### src/shared/cio_pkg.sv
// Constants and types shared by the camera I/O trigger and readout block.
// Assumes a single 100 MHz clock; every time figure is converted to cycles here.
package cio_pkg;
   localparam int CLK_MHZ    = 100;
   localparam int NUM_IN     = 4;
   localparam int NUM_OUT    = 4;
   localparam int PIX_BITS   = 12;
   localparam int WORD_BITS  = 16;
   localparam int SEL_BITS   = 3;
   localparam int EXP_BITS   = 12;

   // Exposure time base, one unit of the exposure value
   localparam int EXP_BASE_US  = 20;
   localparam int EXP_BASE_CYC = EXP_BASE_US * CLK_MHZ;

   // Power-on pulse on output port 3
   localparam int PWR_DELAY_MS  = 200;
   localparam int PWR_HIGH_MS   = 750;
   localparam int PWR_DELAY_CYC = PWR_DELAY_MS * 1000 * CLK_MHZ;
   localparam int PWR_HIGH_CYC  = PWR_HIGH_MS * 1000 * CLK_MHZ;

   // Link rate ceiling: least spacing between words, rounded up
   localparam int TX_MBPS     = 400;
   localparam int TX_WORD_CYC = (WORD_BITS * CLK_MHZ + TX_MBPS - 1) / TX_MBPS;

   // Sensor readout pace and geometry, and words per link packet
   localparam int PIX_DIV     = 8;
   localparam int LINE_PIXELS = 640;
   localparam int FRAME_LINES = 480;
   localparam int PKT_WORDS   = 256;

   // Internal signals that can be routed to an output port
   typedef enum logic [SEL_BITS-1:0] {
      CIO_SIG_EXPOSE,
      CIO_SIG_TRIG_RDY,
      CIO_SIG_READOUT,
      CIO_SIG_PWR_PULSE,
      CIO_SIG_LOW,
      CIO_SIG_HIGH
   } cio_sig_t;

   localparam logic [1:0] TRIG_PORT_RST = 2'h0;
   localparam logic [NUM_OUT*SEL_BITS-1:0] OUT_ROUTE_RST =
      {CIO_SIG_PWR_PULSE, CIO_SIG_LOW, CIO_SIG_TRIG_RDY, CIO_SIG_EXPOSE};
   localparam logic [EXP_BITS-1:0] EXP_VALUE_RST = 12'h064;

   typedef enum logic [1:0] {CIO_IDLE, CIO_EXPOSE, CIO_READOUT} cio_state_t;
endpackage

### src/shared/cio_stream_if.sv
// Word stream with valid/ready between the readout, buffer and packet stages.
// Assumes all parties run on one clock.
`timescale 1ns/1ps
interface cio_stream_if;
   logic [cio_pkg::WORD_BITS-1:0] data;
   logic                          last;
   logic                          valid;
   logic                          ready;
   modport src (output data, output last, output valid, input ready);
   modport snk (input data, input last, input valid, output ready);
endinterface

### src/logic/cio_buffer.sv
// Two-entry image buffer between sensor readout and packet transmission.
// Assumes one clock; full and empty are exact.
`timescale 1ns/1ps
module cio_buffer (
   // Clock and reset
   input wire logic   clk,
   input wire logic   resetn,
   // Streams
   cio_stream_if.snk  in_s,
   cio_stream_if.src  out_s
);
   import cio_pkg::*;

   logic [WORD_BITS:0] mem_q [2];
   logic               wr_ptr_q;
   logic               rd_ptr_q;
   logic [1:0]         count_q;
   logic               push;
   logic               pop;

   assign in_s.ready  = (count_q != 2'h2);
   assign out_s.valid = (count_q != 2'h0);
   assign out_s.data  = mem_q[rd_ptr_q][WORD_BITS-1:0];
   assign out_s.last  = mem_q[rd_ptr_q][WORD_BITS];
   assign push        = in_s.valid && in_s.ready;
   assign pop         = out_s.valid && out_s.ready;

   always_ff @(posedge clk) begin
      if (push) begin
         mem_q[wr_ptr_q] <= {in_s.last, in_s.data};
      end
   end

   always_ff @(posedge clk) begin
      if (!resetn) begin
         wr_ptr_q <= 1'b0;
         rd_ptr_q <= 1'b0;
         count_q  <= 2'h0;
      end else begin
         if (push) begin
            wr_ptr_q <= ~wr_ptr_q;
         end
         if (pop) begin
            rd_ptr_q <= ~rd_ptr_q;
         end
         if (push && !pop) begin
            count_q <= count_q + 2'h1;
         end else if (pop && !push) begin
            count_q <= count_q - 2'h1;
         end
      end
   end
endmodule

### src/logic/cio_pwr_pulse.sv
// Power-on pulse: low for a delay, high for a fixed time, then low for good.
// Assumes reset is released once at power on.
`timescale 1ns/1ps
module cio_pwr_pulse #(
   parameter int unsigned DELAY_CYC = 20000000,
   parameter int unsigned HIGH_CYC  = 75000000
) (
   // Clock and reset
   input  wire logic clk,
   input  wire logic resetn,
   // Pulse
   output logic      pulse_q
);
   import cio_pkg::*;

   logic [31:0] cnt_q;
   logic        done_q;

   always_ff @(posedge clk) begin
      if (!resetn) begin
         cnt_q   <= 32'h0;
         pulse_q <= 1'b0;
         done_q  <= 1'b0;
      end else if (!done_q) begin
         cnt_q <= cnt_q + 32'h1;
         if (!pulse_q && cnt_q == DELAY_CYC - 1) begin
            pulse_q <= 1'b1;
            cnt_q   <= 32'h0;
         end else if (pulse_q && cnt_q == HIGH_CYC - 1) begin
            pulse_q <= 1'b0;
            done_q  <= 1'b1;
         end
      end
   end
endmodule

### src/logic/cio_top.sv
// Camera digital I/O, exposure sequencing and readout toward the packet link.
// Assumes input pins are asynchronous; digitizer and link run on clk.
//
// Overview of operation
// - Trigger taken from input 0 after reset.
// - Output 0 shows exposure active by default.
// - Output 1 shows trigger ready by default.
// - Software may reroute signals to outputs.
// - Outputs 0 and 2 low after power on; output 1 high (idle).
// - Output 3 pulses high after power on.
// - Logic one turns output transistor on.
// - Rising trigger starts fixed-length exposure.
// - Readout starts when exposure time ends.
// - Pixels digitized to twelve bits.
// - Readout runs line by line to frame end.
// - Buffer decouples readout from transmission.
// - Image data sent as packets to host.
// - Transmit rate capped at 400 Mbit/s.
// - Shot commands start exposure without trigger.
`timescale 1ns/1ps
module cio_top #(
   parameter int unsigned PWR_DELAY_CYCLES = cio_pkg::PWR_DELAY_CYC,
   parameter int unsigned PWR_HIGH_CYCLES  = cio_pkg::PWR_HIGH_CYC
) (
   // Clock and reset
   input  wire logic                                       clk,
   input  wire logic                                       resetn,
   // Input pins
   input  wire logic [cio_pkg::NUM_IN-1:0]                 in_port,
   // Output pins, one drives the output transistor on
   output logic      [cio_pkg::NUM_OUT-1:0]                out_port,
   // Configuration, loaded on cfg_load
   input  wire logic                                       cfg_load,
   input  wire logic [1:0]                                 trig_port_sel,
   input  wire logic [cio_pkg::NUM_OUT*cio_pkg::SEL_BITS-1:0] out_route,
   input  wire logic [cio_pkg::EXP_BITS-1:0]               exposure_value,
   // Start control
   input  wire logic                                       trig_enable,
   input  wire logic                                       one_shot,
   input  wire logic                                       continuous_shot,
   // Sensor digitizer
   input  wire logic [cio_pkg::PIX_BITS-1:0]               adc_data,
   output logic                                            pixel_shift,
   output logic                                            line_shift,
   // Packet link
   output logic      [cio_pkg::WORD_BITS-1:0]              pkt_data,
   output logic                                            pkt_valid,
   output logic                                            pkt_start,
   output logic                                            pkt_end,
   input  wire logic                                       pkt_ready,
   // Status
   output logic                                            one_shot_pending
);
   import cio_pkg::*;

   localparam int PIXW = $clog2(LINE_PIXELS);
   localparam int LINW = $clog2(FRAME_LINES);
   localparam int TBW  = $clog2(EXP_BASE_CYC);
   localparam int PDW  = $clog2(PIX_DIV);
   localparam int TXW  = $clog2(TX_WORD_CYC + 1);
   localparam int PKW  = $clog2(PKT_WORDS);

   // Pick one internal signal by its routing code
   function automatic logic sig_pick(input logic [SEL_BITS-1:0] sel,
                                     input logic [3:0]          sigs);
      logic r;
      r = 1'b0;
      unique case (cio_sig_t'(sel))
         CIO_SIG_EXPOSE:    r = sigs[0];
         CIO_SIG_TRIG_RDY:  r = sigs[1];
         CIO_SIG_READOUT:   r = sigs[2];
         CIO_SIG_PWR_PULSE: r = sigs[3];
         CIO_SIG_LOW:       r = 1'b0;
         CIO_SIG_HIGH:      r = 1'b1;
         default:           r = 1'b0;
      endcase
      return r;
   endfunction

   cio_stream_if rd_s ();
   cio_stream_if tx_s ();

   logic [NUM_IN-1:0]           sync1_q;
   logic [NUM_IN-1:0]           sync2_q;
   logic                        trig_lvl_q;
   logic [1:0]                  trig_sel_q;
   logic [NUM_OUT*SEL_BITS-1:0] route_q;
   logic [EXP_BITS-1:0]         exp_value_q;
   cio_state_t                  state_q;
   logic [TBW-1:0]              tb_cnt_q;
   logic [EXP_BITS-1:0]         exp_units_q;
   logic [PDW-1:0]              pix_div_q;
   logic [PIXW-1:0]             pix_q;
   logic [LINW-1:0]             line_q;
   logic [TXW-1:0]              tx_cnt_q;
   logic [PKW-1:0]              pkt_idx_q;
   logic [NUM_OUT-1:0]          out_port_q;
   logic [WORD_BITS-1:0]        pkt_data_q;
   logic                        pkt_valid_q;
   logic                        pkt_start_q;
   logic                        pkt_end_q;
   logic                        pixel_shift_q;
   logic                        line_shift_q;
   logic                        one_shot_q;
   logic                        pwr_pulse;
   logic                        trig_rise;
   logic                        start_exp;
   logic                        tb_tick;
   logic                        exp_done;
   logic                        pix_tick;
   logic                        pix_step;
   logic                        line_end;
   logic                        frame_end;
   logic                        tx_take;
   logic [EXP_BITS-1:0]         exp_target;
   logic [3:0]                  sig_vec;

   // Two-stage synchronisers on every input pin
   always_ff @(posedge clk) begin
      if (!resetn) begin
         sync1_q <= '0;
         sync2_q <= '0;
      end else begin
         sync1_q <= in_port;
         sync2_q <= sync1_q;
      end
   end

   // Configuration holding, defaults after reset
   always_ff @(posedge clk) begin
      if (!resetn) begin
         trig_sel_q  <= TRIG_PORT_RST;
         route_q     <= OUT_ROUTE_RST;
         exp_value_q <= EXP_VALUE_RST;
      end else if (cfg_load) begin
         trig_sel_q  <= trig_port_sel;
         route_q     <= out_route;
         exp_value_q <= exposure_value;
      end
   end

   // Edge detection only looks at the second stage
   always_ff @(posedge clk) begin
      if (!resetn) begin
         trig_lvl_q <= 1'b0;
      end else begin
         trig_lvl_q <= sync2_q[trig_sel_q];
      end
   end

   assign trig_rise = sync2_q[trig_sel_q] && !trig_lvl_q;

   // One-shot request waits for the sequencer; a new request wins over its clear
   always_ff @(posedge clk) begin
      if (!resetn) begin
         one_shot_q <= 1'b0;
      end else if (one_shot) begin
         one_shot_q <= 1'b1;
      end else if (start_exp && !trig_enable) begin
         one_shot_q <= 1'b0;
      end
   end

   // Start source: external trigger when enabled, else shot commands
   always_comb begin
      start_exp = 1'b0;
      if (state_q == CIO_IDLE) begin
         if (trig_enable) begin
            start_exp = trig_rise;
         end else begin
            start_exp = one_shot_q || continuous_shot;
         end
      end
   end

   // Exposure time base: one enable pulse every EXP_BASE_CYC cycles
   assign tb_tick    = (tb_cnt_q == TBW'(EXP_BASE_CYC - 1));
   assign exp_target = (exp_value_q == '0) ? EXP_BITS'(1) : exp_value_q;
   assign exp_done   = tb_tick && (exp_units_q == exp_target - EXP_BITS'(1));

   always_ff @(posedge clk) begin
      if (!resetn || state_q != CIO_EXPOSE) begin
         tb_cnt_q    <= '0;
         exp_units_q <= '0;
      end else if (tb_tick) begin
         tb_cnt_q    <= '0;
         exp_units_q <= exp_units_q + EXP_BITS'(1);
      end else begin
         tb_cnt_q <= tb_cnt_q + TBW'(1);
      end
   end

   // Readout pacing: one pixel per PIX_DIV cycles, held while the buffer is full
   assign pix_tick  = (pix_div_q == PDW'(PIX_DIV - 1));
   assign pix_step  = (state_q == CIO_READOUT) && pix_tick && rd_s.ready;
   assign line_end  = (pix_q == PIXW'(LINE_PIXELS - 1));
   assign frame_end = line_end && (line_q == LINW'(FRAME_LINES - 1));

   always_ff @(posedge clk) begin
      if (!resetn || state_q != CIO_READOUT) begin
         pix_div_q <= '0;
      end else if (!pix_tick || rd_s.ready) begin
         pix_div_q <= pix_div_q + PDW'(1);
      end
   end

   always_ff @(posedge clk) begin
      if (!resetn || state_q != CIO_READOUT) begin
         pix_q  <= '0;
         line_q <= '0;
      end else if (pix_step) begin
         if (line_end) begin
            pix_q  <= '0;
            line_q <= line_q + LINW'(1);
         end else begin
            pix_q <= pix_q + PIXW'(1);
         end
      end
   end

   // Sequencer
   always_ff @(posedge clk) begin
      if (!resetn) begin
         state_q <= CIO_IDLE;
      end else begin
         unique case (state_q)
            CIO_IDLE: begin
               if (start_exp) begin
                  state_q <= CIO_EXPOSE;
               end
            end
            CIO_EXPOSE: begin
               if (exp_done) begin
                  state_q <= CIO_READOUT;
               end
            end
            CIO_READOUT: begin
               if (pix_step && frame_end) begin
                  state_q <= CIO_IDLE;
               end
            end
         endcase
      end
   end

   // Sensor shift strobes
   always_ff @(posedge clk) begin
      if (!resetn) begin
         pixel_shift_q <= 1'b0;
         line_shift_q  <= 1'b0;
      end else begin
         pixel_shift_q <= pix_step;
         line_shift_q  <= pix_step && line_end && !frame_end;
      end
   end

   // Digitized pixel into the buffer, zero-extended to a link word
   assign rd_s.data  = {{(WORD_BITS - PIX_BITS){1'b0}}, adc_data};
   assign rd_s.last  = frame_end;
   assign rd_s.valid = pix_step;

   cio_buffer u_buffer (
      .clk    (clk),
      .resetn (resetn),
      .in_s   (rd_s.snk),
      .out_s  (tx_s.src)
   );

   // Link pacing: link handshakes stay TX_WORD_CYC cycles apart, even after a stall
   assign tx_take    = tx_s.valid && tx_s.ready;
   assign tx_s.ready = (tx_cnt_q == '0) && !pkt_valid_q;

   always_ff @(posedge clk) begin
      if (!resetn) begin
         tx_cnt_q <= '0;
      end else if (pkt_valid_q && pkt_ready) begin
         tx_cnt_q <= TXW'(TX_WORD_CYC - 2);
      end else if (tx_cnt_q != '0) begin
         tx_cnt_q <= tx_cnt_q - TXW'(1);
      end
   end

   // Packet framing: PKT_WORDS words per packet, frame end closes a packet early
   always_ff @(posedge clk) begin
      if (!resetn) begin
         pkt_data_q  <= '0;
         pkt_valid_q <= 1'b0;
         pkt_start_q <= 1'b0;
         pkt_end_q   <= 1'b0;
         pkt_idx_q   <= '0;
      end else if (tx_take) begin
         pkt_data_q  <= tx_s.data;
         pkt_valid_q <= 1'b1;
         pkt_start_q <= (pkt_idx_q == '0);
         pkt_end_q   <= tx_s.last || (pkt_idx_q == PKW'(PKT_WORDS - 1));
         if (tx_s.last || pkt_idx_q == PKW'(PKT_WORDS - 1)) begin
            pkt_idx_q <= '0;
         end else begin
            pkt_idx_q <= pkt_idx_q + PKW'(1);
         end
      end else if (pkt_ready) begin
         pkt_valid_q <= 1'b0;
         pkt_start_q <= 1'b0;
         pkt_end_q   <= 1'b0;
      end
   end

   cio_pwr_pulse #(
      .DELAY_CYC (PWR_DELAY_CYCLES),
      .HIGH_CYC  (PWR_HIGH_CYCLES)
   ) u_pwr_pulse (
      .clk     (clk),
      .resetn  (resetn),
      .pulse_q (pwr_pulse)
   );

   // Internal signals available to the output router
   assign sig_vec = {pwr_pulse,
                     state_q == CIO_READOUT,
                     state_q == CIO_IDLE,
                     state_q == CIO_EXPOSE};

   // Output router, one registered port each; all ports low in reset
   for (genvar i = 0; i < NUM_OUT; i++) begin : g_out
      always_ff @(posedge clk) begin
         if (!resetn) begin
            out_port_q[i] <= 1'b0;
         end else begin
            out_port_q[i] <= sig_pick(route_q[i*SEL_BITS +: SEL_BITS], sig_vec);
         end
      end
   end

   assign out_port         = out_port_q;
   assign pkt_data         = pkt_data_q;
   assign pkt_valid        = pkt_valid_q;
   assign pkt_start        = pkt_start_q;
   assign pkt_end          = pkt_end_q;
   assign pixel_shift      = pixel_shift_q;
   assign line_shift       = line_shift_q;
   assign one_shot_pending = one_shot_q;
endmodule

### config.mk
export PLATFORM = sky130hd
export DESIGN_NAME = cio_top
export DESIGN_NICKNAME = d
export VERILOG_FILES = /design/src/shared/cio_pkg.sv /design/src/shared/cio_stream_if.sv /design/src/logic/cio_buffer.sv /design/src/logic/cio_pwr_pulse.sv /design/src/logic/cio_top.sv
export SDC_FILE = /design/constraint.sdc
export NUM_CORES = 1
export LEC_CHECK = 0
export BUFFER_PORTS_ARGS = -buffer_cell sky130_fd_sc_hd__buf_2
export CORE_MARGIN = 2
export CORE_UTILIZATION = 55
export DETAILED_ROUTE_END_ITERATION = 7
export MAX_ROUTING_LAYER = met4
export PLACE_DENSITY_LB_ADDON = 0.1
export SLEW_MARGIN = 20
export SYNTH_ARGS = -nofsm -noshare
export SYNTH_HDL_FRONTEND = slang
export SYNTH_SLANG_ARGS = --single-unit
### constraint.sdc
create_clock -name clk -period 3.6 [get_ports clk]
set_input_delay 0.54 -clock clk [delete_from_list [all_inputs] [get_ports clk]]
set_output_delay 0.54 -clock clk [all_outputs]
set_load 0.02 [all_outputs]
==> impl_metrics.py, run 1 <==
metrics = {
    "routing": {
        "drc": 0,
        "wl_per_cell_um": 14.63,
        "wl_um": 15660,
        "routed_via_density": 5.437,
        "drtIter0Drc": 327,
        "drtPass1Iterations": 4,
        "postRouteAntennaNets": 0,
        "vias": 5818,
    },
    "pwr": {
        "pwr_density_cell_nw_per_um2": 516.7,
        "cellLeakagePower_nw": 3.287,
        "vdd_ir_drop_max_mv": 0.4185,
    },
    "synth": {
        "yosysSeqAreaShare_pct": 50.20,
        "yosys_warnings": 0,
        "synth_cell_types": 57,
        "syn-mean-instance-area_um2": 9.490,
        "synthFlopType": "dfxtp_1",
        "async_flop_share_pct": 0,
        "syn-cell-area_um2": 7696,
        "synth_edf_count": 26,
        "synth_seq_cells": 180,
        "synth_cells": 811,
    },
    "clocking": {
        "cts_made_buffers": 17,
        "clock_latency_ns": 0.43,
        "cts_tree": "built",
        "clk_path_buf_depth": 2,
        "h-tree-depth": 4,
        "path_clk_slew_ns": 0.07,
        "ctsHoldBuffers": 0,
        "cts_root_buffer": "clkbuf_16",
        "post_cts_buffers": 0,
        "numClockSinks": 180,
        "cts_resized": 0,
    },
    "timing": {
        "worstMarginPinSlew_ns": 0.9924,
        "fin_setup_tns_ns": 0,
        "slew_violations": 0,
        "fmax_mhz": 321.4,
        "fin_skew_ns": 0.007199,
        "setup_viol": 0,
        "post-route-period-util_pct": 86.42,
        "slew_headroom_pct": 33.84,
        "rsz0062_at_grt": "no",
        "fin_crit_ns": 3.111,
        "hold_violations": 0,
    },
    "cells_and_area": {
        "num-fill-cells": 1157,
        "nets": 941,
        "area_growth_pct": 13.69,
        "antenna_cells": 0,
        "fin_util_pct": 63.53,
        "final_cell_mix": "nor2_1, dfxtp_1, nand2_1, buf_2, xor2_1",
        "drive_above_1_share_pct": 13.37,
        "layout_commonest_cell": "nor2_1",
    },
    "critical_path": {
        "cp-start-kind": "flop",
        "path_depth": 12,
        "reg2reg_from": "exp_value_q[2]",
        "cp_slowest_stage_delay_ns": 0.54,
        "worstSetupEndpointType": "flop",
        "crit_slowest_cell": "or4_4",
        "path_common_cell": "nor2_1",
        "crit_chain": "or4_4 -> or4b_4 -> nor2_1 -> nor2_1 -> ha_1 -> xor2_1 -> nor2_1 -> a211oi_1 -> or4_1 -> nor2_1 -> a21boi_1 -> mux2i_1",
        "arrival_ns": 3.43,
        "cp.required_ns": 3.92,
        "worst-path-buf-inv": 0,
        "crit_fanout": 7,
        "cp-startpoint": "exp_value_q[2]",
        "r2r_cells": 12,
        "critPathTopFamily": "simple AND/OR/NAND/NOR gates",
        "path_class": "reg -> reg",
    },
    "floorplanning": {
        "initial_utilization_pct": 55.88,
        "pin_count": 75,
        "die_x_um": 122.3,
        "die_h_um": 122.3,
        "die_area_um2": 14950,
        "rows": 43,
        "core_um2": 13770,
    },
    "global_route": {
        "grt_max_degree": 51,
        "grt_use_total_pct": 22.82,
        "grt_pass1_vias": 5501,
        "grt_pass1_wl_um": 25910,
        "antenna_found_initial": 0,
        "overflow": 0,
    },
    "hold_path": {
        "min_path_cells": 1,
        "hp-class": "in -> reg",
        "hold_start": "adc_data[9]",
    },
    "run_status": {
        "run_status": "finished, final reports clean",
    },
    "placed_design": {
        "hpwl_um": 10950,
        "numPortBuffers": 70,
        "place_congestion": 0.8974,
    },
    "flow_run": {
        "drv_cap": 0,
    },
}
flip-flops by register name, summed over array words and instances (netlist names), 2 cells and up, named ones only:
name               count
u_pwr_pulse.cnt_q     32
u_buffer.mem_q        26
exp_units_q           12
exp_value_q           12
pkt_data              12
route_q               12
tb_cnt_q              11
pix_q                 10
line_q                 9
pkt_idx_q              8
out_port               4
sync1_q                4
sync2_q                4
pix_div_q              3
tx_cnt_q               3
state_q                2
trig_sel_q             2
u_buffer.count_q       2
Yosys cell counts (13+ instances only):
library cell	number	area [um^2]
a21oi_1	17	85.08
mux2i_1	44	440.4
dfxtp_1	154	3083
inv_1	22	82.58
nor3_1	13	65.06
nand2_1	70	262.8
clkbuf_1	22	82.58
nor2_1	155	581.8
xnor2_1	39	341.6
a211oi_1	14	105.1
edfxtp_1	26	780.8
nand3_1	24	120.1
xor2_1	52	455.4
and2_1	15	93.84
nand4_1	19	118.9
ha_1	15	187.7
per-layer routing:
metal	vias up	part of all wire [%]	GRT usage, %
met1	2801	45	27.77
li1	2897	-	-
met5	-	0	-
met4	0	1.5	8.190
met3	18	3.6	5.158
met2	102	50	37.33
layout make-up:
type | count | area (um^2) | share of cell area (%)
clock buffer | 17 | 425.4 | 4.862
clock inverter | 15 | 142.6 | 1.630
inverter | 24 | 90.09 | 1.030
multi-input combinational | 580 | 3622 | 41.40
sequential | 180 | 3864 | 44.16
tap | 180 | 225.2 | 2.574
timing repair buffer | 74 | 380.4 | 4.347
cells by family (layout without fill, tap and decap cells):
kind of cell,after synthesis,count (layout),synth area share (%)
fa+ha+maj,15,15,2.439
flops,180,180,50.20
xor+xnor,91,91,10.36
compound gates,66,66,5.642
buf+inv,54,130,2.877
mux,45,45,6.015
other cells,1,4,0.04873
simple gates,359,359,22.42
report_power, final:
part	internal (mW)	switching, mW	total, mW
logic	0.225	0.341	0.566
clock network	0.917	0.836	1.75
registers	2.13	0.0717	2.20
worst reg2reg max path, stage by stage (launching register included):
cell      delay, ns
dfxtp_1        0.37
or4_4          0.54
or4b_4         0.50
nor2_1         0.11
nor2_1         0.06
ha_1           0.26
xor2_1         0.16
nor2_1         0.09
a211oi_1       0.05
or4_1          0.50
nor2_1         0.13
a21boi_1       0.10
mux2i_1        0.12
through the flow:
stage,std cells,hold slack [ns],power [mW],worst slack [ns],cell area [um^2]
after detailed placement,1038,0.4217,2.812,0.5156,8182
final,1070,0.2905,4.521,0.4890,8750
after global placement,1038,0.4165,2.783,0.5655,8182
after CTS,1070,0.2692,4.574,0.4944,8750
after floorplan,814,0.4119,2.643,0.6854,7707
after global routing,1070,0.2696,4.719,0.2865,8750
final timing paths:
| path | slack [ns] | end |
|---|---|---|
| min | 0.29 | u_buffer.mem_q[1][9] |
| max | 0.49 | state_q[0] |
| max reg2reg | 0.49 | state_q[0] |
| min reg2reg | 0.43 | sync2_q[3] |
Power figures use the tool's default switching activity.
==> run 2: changes to the inputs <==
--- a/config.mk
+++ b/config.mk
@@ -7,7 +7,7 @@
 export LEC_CHECK = 0
 export BUFFER_PORTS_ARGS = -buffer_cell sky130_fd_sc_hd__buf_2
 export CORE_MARGIN = 2
-export CORE_UTILIZATION = 55
+export CORE_UTILIZATION = 53
 export DETAILED_ROUTE_END_ITERATION = 7
 export MAX_ROUTING_LAYER = met4
 export PLACE_DENSITY_LB_ADDON = 0.1
==> constraint.sdc (replaced) <==
create_clock -name clk -period 2.8 [get_ports clk]
set_input_delay 0.42 -clock clk [delete_from_list [all_inputs] [get_ports clk]]
set_output_delay 0.42 -clock clk [all_outputs]
set_load 0.02 [all_outputs]
==> impl_metrics.py, run 2 (same netlist as run 1, synthesis figures left out) <==
metrics = {
    "timing": {
        "setup_viol": 2,
        "fin_setup_tns_ns": -0.2772,
        "post-route-period-util_pct": 106.1,
        "fmax_mhz": 336.6,
        "fin_crit_ns": 2.971,
        "slew_headroom_pct": 44.01,
        "rsz0062_at_grt": "yes",
        "slew_violations": 0,
        "worstMarginPinSlew_ns": 0.8398,
        "layout_setup_ws_ns": -0.1711,
        "fin_skew_ns": 0.01002,
        "hold_violations": 0,
    },
    "cells_and_area": {
        "reg_top3": "u_pwr_pulse.cnt_q (32), u_buffer.mem_q (26)",
        "regMostFlops": "u_pwr_pulse.cnt_q",
        "fin_cells": 1095,
        "nets": 962,
        "layout_commonest_cell": "nor2_1",
        "largest_register_ffs": 32,
        "drive_above_1_share_pct": 16.36,
        "final_cell_mix": "nor2_1, dfxtp_1, nand2_1, buf_2, xor2_1",
        "antenna_cells": 0,
        "area_growth_pct": 16.96,
    },
    "critical_path": {
        "path_class": "reg -> reg",
        "crit_fanout": 4,
        "crit_slowest_cell": "or4_4",
        "cp-start-kind": "flop",
        "arrival_ns": 3.29,
        "crit_chain": "or4_4 -> or4b_4 -> nor2_2 -> nor2_1 -> ha_2 -> xor2_1 -> nor2_1 -> a211oi_2 -> or4_4 -> nor2_4 -> a21boi_2 -> mux2i_1",
        "worstSetupEndpointType": "flop",
        "critPathTopFamily": "simple AND/OR/NAND/NOR gates",
        "cp.required_ns": 3.11,
        "worst-path-buf-inv": 0,
        "cp_slowest_stage_delay_ns": 0.53,
    },
    "placed_design": {
        "dp_cells": 1062,
        "place_congestion": 0.8202,
        "hpwl_um": 11530,
        "dp_slack_ns": -0.1775,
        "numPortBuffers": 70,
    },
    "global_route": {
        "grt_max_degree": 35,
        "grt_pass1_wl_um": 26980,
        "grt_pass1_vias": 5817,
        "overflow": 0,
        "grt_use_total_pct": 21.99,
        "antenna_found_initial": 0,
    },
    "floorplanning": {
        "initial_utilization_pct": 53.56,
        "die_x_um": 124.5,
        "die_area_um2": 15500,
        "pin_count": 75,
        "core_um2": 14370,
        "rows": 44,
        "die_h_um": 124.5,
    },
    "pwr": {
        "cellLeakagePower_nw": 3.416,
        "p_int_mw": 4.268,
        "vdd_ir_drop_max_mv": 0.4986,
        "pwr_density_cell_nw_per_um2": 665.0,
        "pwr-share-comb_pct": 12.8,
        "pwr-share-seq_pct": 47.2,
        "p_sw_mw": 1.717,
        "pwr-share-clk_pct": 40.0,
        "power_mw": 5.986,
        "sw_frac_of_total_pct": 28.69,
    },
    "clocking": {
        "path_clk_slew_ns": 0.08,
        "numClockSinks": 180,
        "cts_tree": "built",
        "cts_root_buffer": "clkbuf_16",
        "h-tree-depth": 4,
        "ctsHoldBuffers": 0,
        "clock_latency_ns": 0.43,
        "clk_path_buf_depth": 2,
        "cts_made_buffers": 17,
    },
    "routing": {
        "drtIter0Drc": 239,
        "wl_um": 16100,
        "wl_per_cell_um": 14.71,
        "drc": 0,
        "vias": 5760,
        "postRouteAntennaNets": 0,
        "drtPass1Iterations": 4,
        "routed_via_density": 5.260,
    },
    "flow_run": {
        "drv_cap": 0,
    },
    "run_status": {
        "run_status": "finished, violations left",
        "violations": "setup timing",
    },
    "hold_path": {
        "hp-class": "in -> reg",
    },
}
## run 2: metal layers
| layer | track usage [%] | up-vias | wire length [um] |
|---|---|---|---|
| met2 | 37.42 | 80 | 8090 |
| li1 | - | 2939 | - |
| met1 | 25.90 | 2725 | 7353 |
| met5 | - | - | 0 |
| met3 | 4.596 | 16 | 442 |
| met4 | 7.733 | 0 | 216 |
## run 2: per-stage QoR
step | utilization (%) | hold slack (ns) | cell area, um^2
2_1_floorplan | - | 0.4119 | 7711
3_3_place_gp | 58.05 | 0.4175 | 8341
3_5_place_dp | 58.05 | 0.4232 | 8341
4_1_cts | 62.46 | 0.1528 | 8975
5_1_grt | 62.64 | 0.1505 | 9001
6_report | 62.64 | 0.1709 | 9001
## run 2: worst paths after layout
check	start	to	slack [ns]	cells after the start
setup / recovery	exp_value_q[1]	state_q[0]	-0.17	12
hold / removal	adc_data[8]	u_buffer.mem_q[1][8]	0.17	1
setup reg to reg	exp_value_q[1]	state_q[0]	-0.17	12
hold reg to reg	sync1_q[3]	sync2_q[3]	0.44	1
## run 2: cell type report
cell class / count / area (um^2)
clock buffer: 17 / 425.4
fill: 1222 / 5368
timing repair buffer: 95 / 538.0
clock inverter: 15 / 200.2
multi-input combinational: 580 / 3651
inverter: 24 / 90.09
sequential: 180 / 3866
tap: 184 / 230.2
## run 2: power groups by stage
| stage | clock network [mW] | registers [mW] | logic [mW] |
|---|---|---|---|
| final | 2.39 | 2.83 | 0.767 |
| after global routing | 2.55 | 2.84 | 0.852 |
| after CTS | 2.44 | 2.83 | 0.768 |
| after detailed placement | 0 | 2.88 | 0.762 |
| after global placement | 0 | 2.88 | 0.733 |
| after floorplan | 0 | 2.93 | 0.472 |
## run 2: what timing repair did
action                                  CTS  global route
pin swaps                                 2             1
setup buffers                             1             0
endpoints found under the setup margin    2             2
gates resized for setup                   1             8
==> run 3: changes to the inputs <==
--- a/config.mk
+++ b/config.mk
@@ -5,10 +5,10 @@
 export SDC_FILE = /design/constraint.sdc
 export NUM_CORES = 1
 export LEC_CHECK = 0
-export BUFFER_PORTS_ARGS = -buffer_cell sky130_fd_sc_hd__buf_2
 export CORE_MARGIN = 2
-export CORE_UTILIZATION = 53
+export CORE_UTILIZATION = 55
 export DETAILED_ROUTE_END_ITERATION = 7
+export DONT_BUFFER_PORTS = 1
 export MAX_ROUTING_LAYER = met4
 export PLACE_DENSITY_LB_ADDON = 0.1
 export SLEW_MARGIN = 20
==> impl_metrics.py, run 3 (same netlist as run 1, synthesis figures left out) <==
metrics = {
    "run_status": {
        "run_status": "finished, violations left",
        "violations": "setup timing",
    },
    "global_route": {
        "grt_pass1_wl_um": 25330,
        "overflow": 0,
        "grt_use_total_pct": 22.32,
        "grt_pass1_vias": 5423,
        "grt_max_degree": 29,
        "antenna_found_initial": 0,
    },
    "cells_and_area": {
        "reg_top3": "u_pwr_pulse.cnt_q (32), u_buffer.mem_q (26)",
        "final_cell_mix": "nor2_1, dfxtp_1, nand2_1, xor2_1, mux2i_1",
        "largest_register_ffs": 32,
        "antenna_cells": 0,
        "area_growth_pct": 11.92,
        "fin_util_pct": 62.54,
        "num-fill-cells": 1158,
        "regMostFlops": "u_pwr_pulse.cnt_q",
        "nets": 891,
        "drive_above_1_share_pct": 8.571,
    },
    "clocking": {
        "cts_root_buffer": "clkbuf_16",
        "h-tree-depth": 4,
        "cts_made_buffers": 17,
        "numClockSinks": 180,
        "path_clk_slew_ns": 0.07,
        "clock_latency_ns": 0.43,
        "clk_path_buf_depth": 2,
        "cts_tree": "built",
        "ctsHoldBuffers": 0,
    },
    "routing": {
        "routed_via_density": 5.433,
        "drtIter0Drc": 297,
        "drc": 0,
        "vias": 5542,
        "wl_um": 15250,
        "postRouteAntennaNets": 0,
        "wl_per_cell_um": 14.95,
        "drtPass1Iterations": 5,
    },
    "critical_path": {
        "arrival_ns": 3.32,
        "cp-start-kind": "flop",
        "crit_fanout": 2,
        "crit_chain": "or4_4 -> or4b_4 -> nor2_2 -> nor2_1 -> ha_2 -> xor2_1 -> nand3_1 -> or4_1 -> nor2_2 -> a21boi_1 -> mux2i_1",
        "cp.required_ns": 3.12,
        "path_common_cell": "nor2_2",
        "worstSetupEndpointType": "flop",
        "cp_slowest_stage_delay_ns": 0.53,
        "crit_slowest_cell": "or4_4",
        "critPathTopFamily": "simple AND/OR/NAND/NOR gates",
        "path_class": "reg -> reg",
        "worst-path-buf-inv": 0,
    },
    "flow_run": {
        "drv_cap": 0,
    },
    "timing": {
        "rsz0062_at_grt": "yes",
        "setup_viol": 2,
        "slew_violations": 0,
        "fin_crit_ns": 3.000,
        "worstMarginPinSlew_ns": 0.5185,
        "fmax_mhz": 333.3,
        "layout_setup_ws_ns": -0.2002,
        "slew_headroom_pct": 65.35,
        "fin_skew_ns": 0.007873,
        "hold_violations": 0,
        "post-route-period-util_pct": 107.1,
    },
    "floorplanning": {
        "die_x_um": 122.3,
        "die_area_um2": 14950,
        "pin_count": 75,
        "die_h_um": 122.3,
        "initial_utilization_pct": 55.88,
        "rows": 43,
        "core_um2": 13770,
    },
    "placed_design": {
        "numPortBuffers": 0,
        "place_congestion": 0.8745,
        "hpwl_um": 11110,
        "dp_slack_ns": -0.1852,
    },
    "pwr": {
        "vdd_ir_drop_max_mv": 0.5033,
        "power_mw": 5.894,
        "cellLeakagePower_nw": 3.106,
        "pwr_density_cell_nw_per_um2": 684.3,
    },
    "hold_path": {
        "hp-class": "in -> reg",
    },
}
## run 3: final timing paths
kind	slack, ns	depth (start not counted)	endpoint	from
setup / recovery	-0.20	11	state_q[0]	exp_value_q[1]
hold reg to reg	0.44	1	sync2_q[0]	sync1_q[0]
setup reg to reg	-0.20	11	state_q[0]	exp_value_q[1]
hold / removal	0.07	1	route_q[8]	resetn
## run 3: through the flow
step	hold slack, ns	area (um^2)	TNS [ns]	cells
after floorplan	0.4119	7711	-0.09696	814
after global placement	0.4178	7990	-0.2322	987
after detailed placement	0.4177	7990	-0.2918	987
after CTS	0.05019	8603	-0.2726	1019
after global routing	0.04258	8613	-0.5195	1020
final	0.07045	8613	-0.3035	1020
## run 3: final cells by class
cell class              count  area, um^2  area share (%)
clock inverters            14       181.4           2.106
well taps                 180       225.2           2.615
multi-input cells         580        3630           42.14
clock buffers              18       429.2           4.983
inverters                  24       90.09           1.046
repair buffers             24       192.7           2.237
flip-flops and latches    180        3865           44.87
## run 3: layer usage
metal  vias up  track usage [%]  wire, um
met4         0            8.190       318
met5         -                -         0
li1       2793                -         -
met2       107            36.22      7357
met3        24            5.716       735
met1      2618            26.91      6839
## run 3: power breakdown
| part | total, mW | switching, mW | internal, mW |
|---|---|---|---|
| Clock | 2.41 | 1.12 | 1.30 |
| Sequential | 2.89 | 0.155 | 2.74 |
| Combinational | 0.590 | 0.336 | 0.253 |
| Total | 5.89 | 1.61 | 4.29 |
## run 3: worst reg2reg max path: cells and delay by family, from the launching register on
kind | cells | cell delay [ns]
AND/OR/NAND/NOR | 7 | 1.91
AO/OA/AOI/OAI | 1 | 0.10
adder cells (fa/ha/maj) | 1 | 0.32
multiplexers | 1 | 0.12
XOR/XNOR | 1 | 0.15
flip-flops | 1 | 0.31
## run 3: timing repair
| action | CTS | global route |
|---|---|---|
| pin swaps | 1 | 2 |
| gates resized for setup | 1 | 1 |
| setup endpoints to repair | 2 | 2 |
| buffers inserted | 0 | 1 |
| hold endpoints to repair | 0 | 0 |
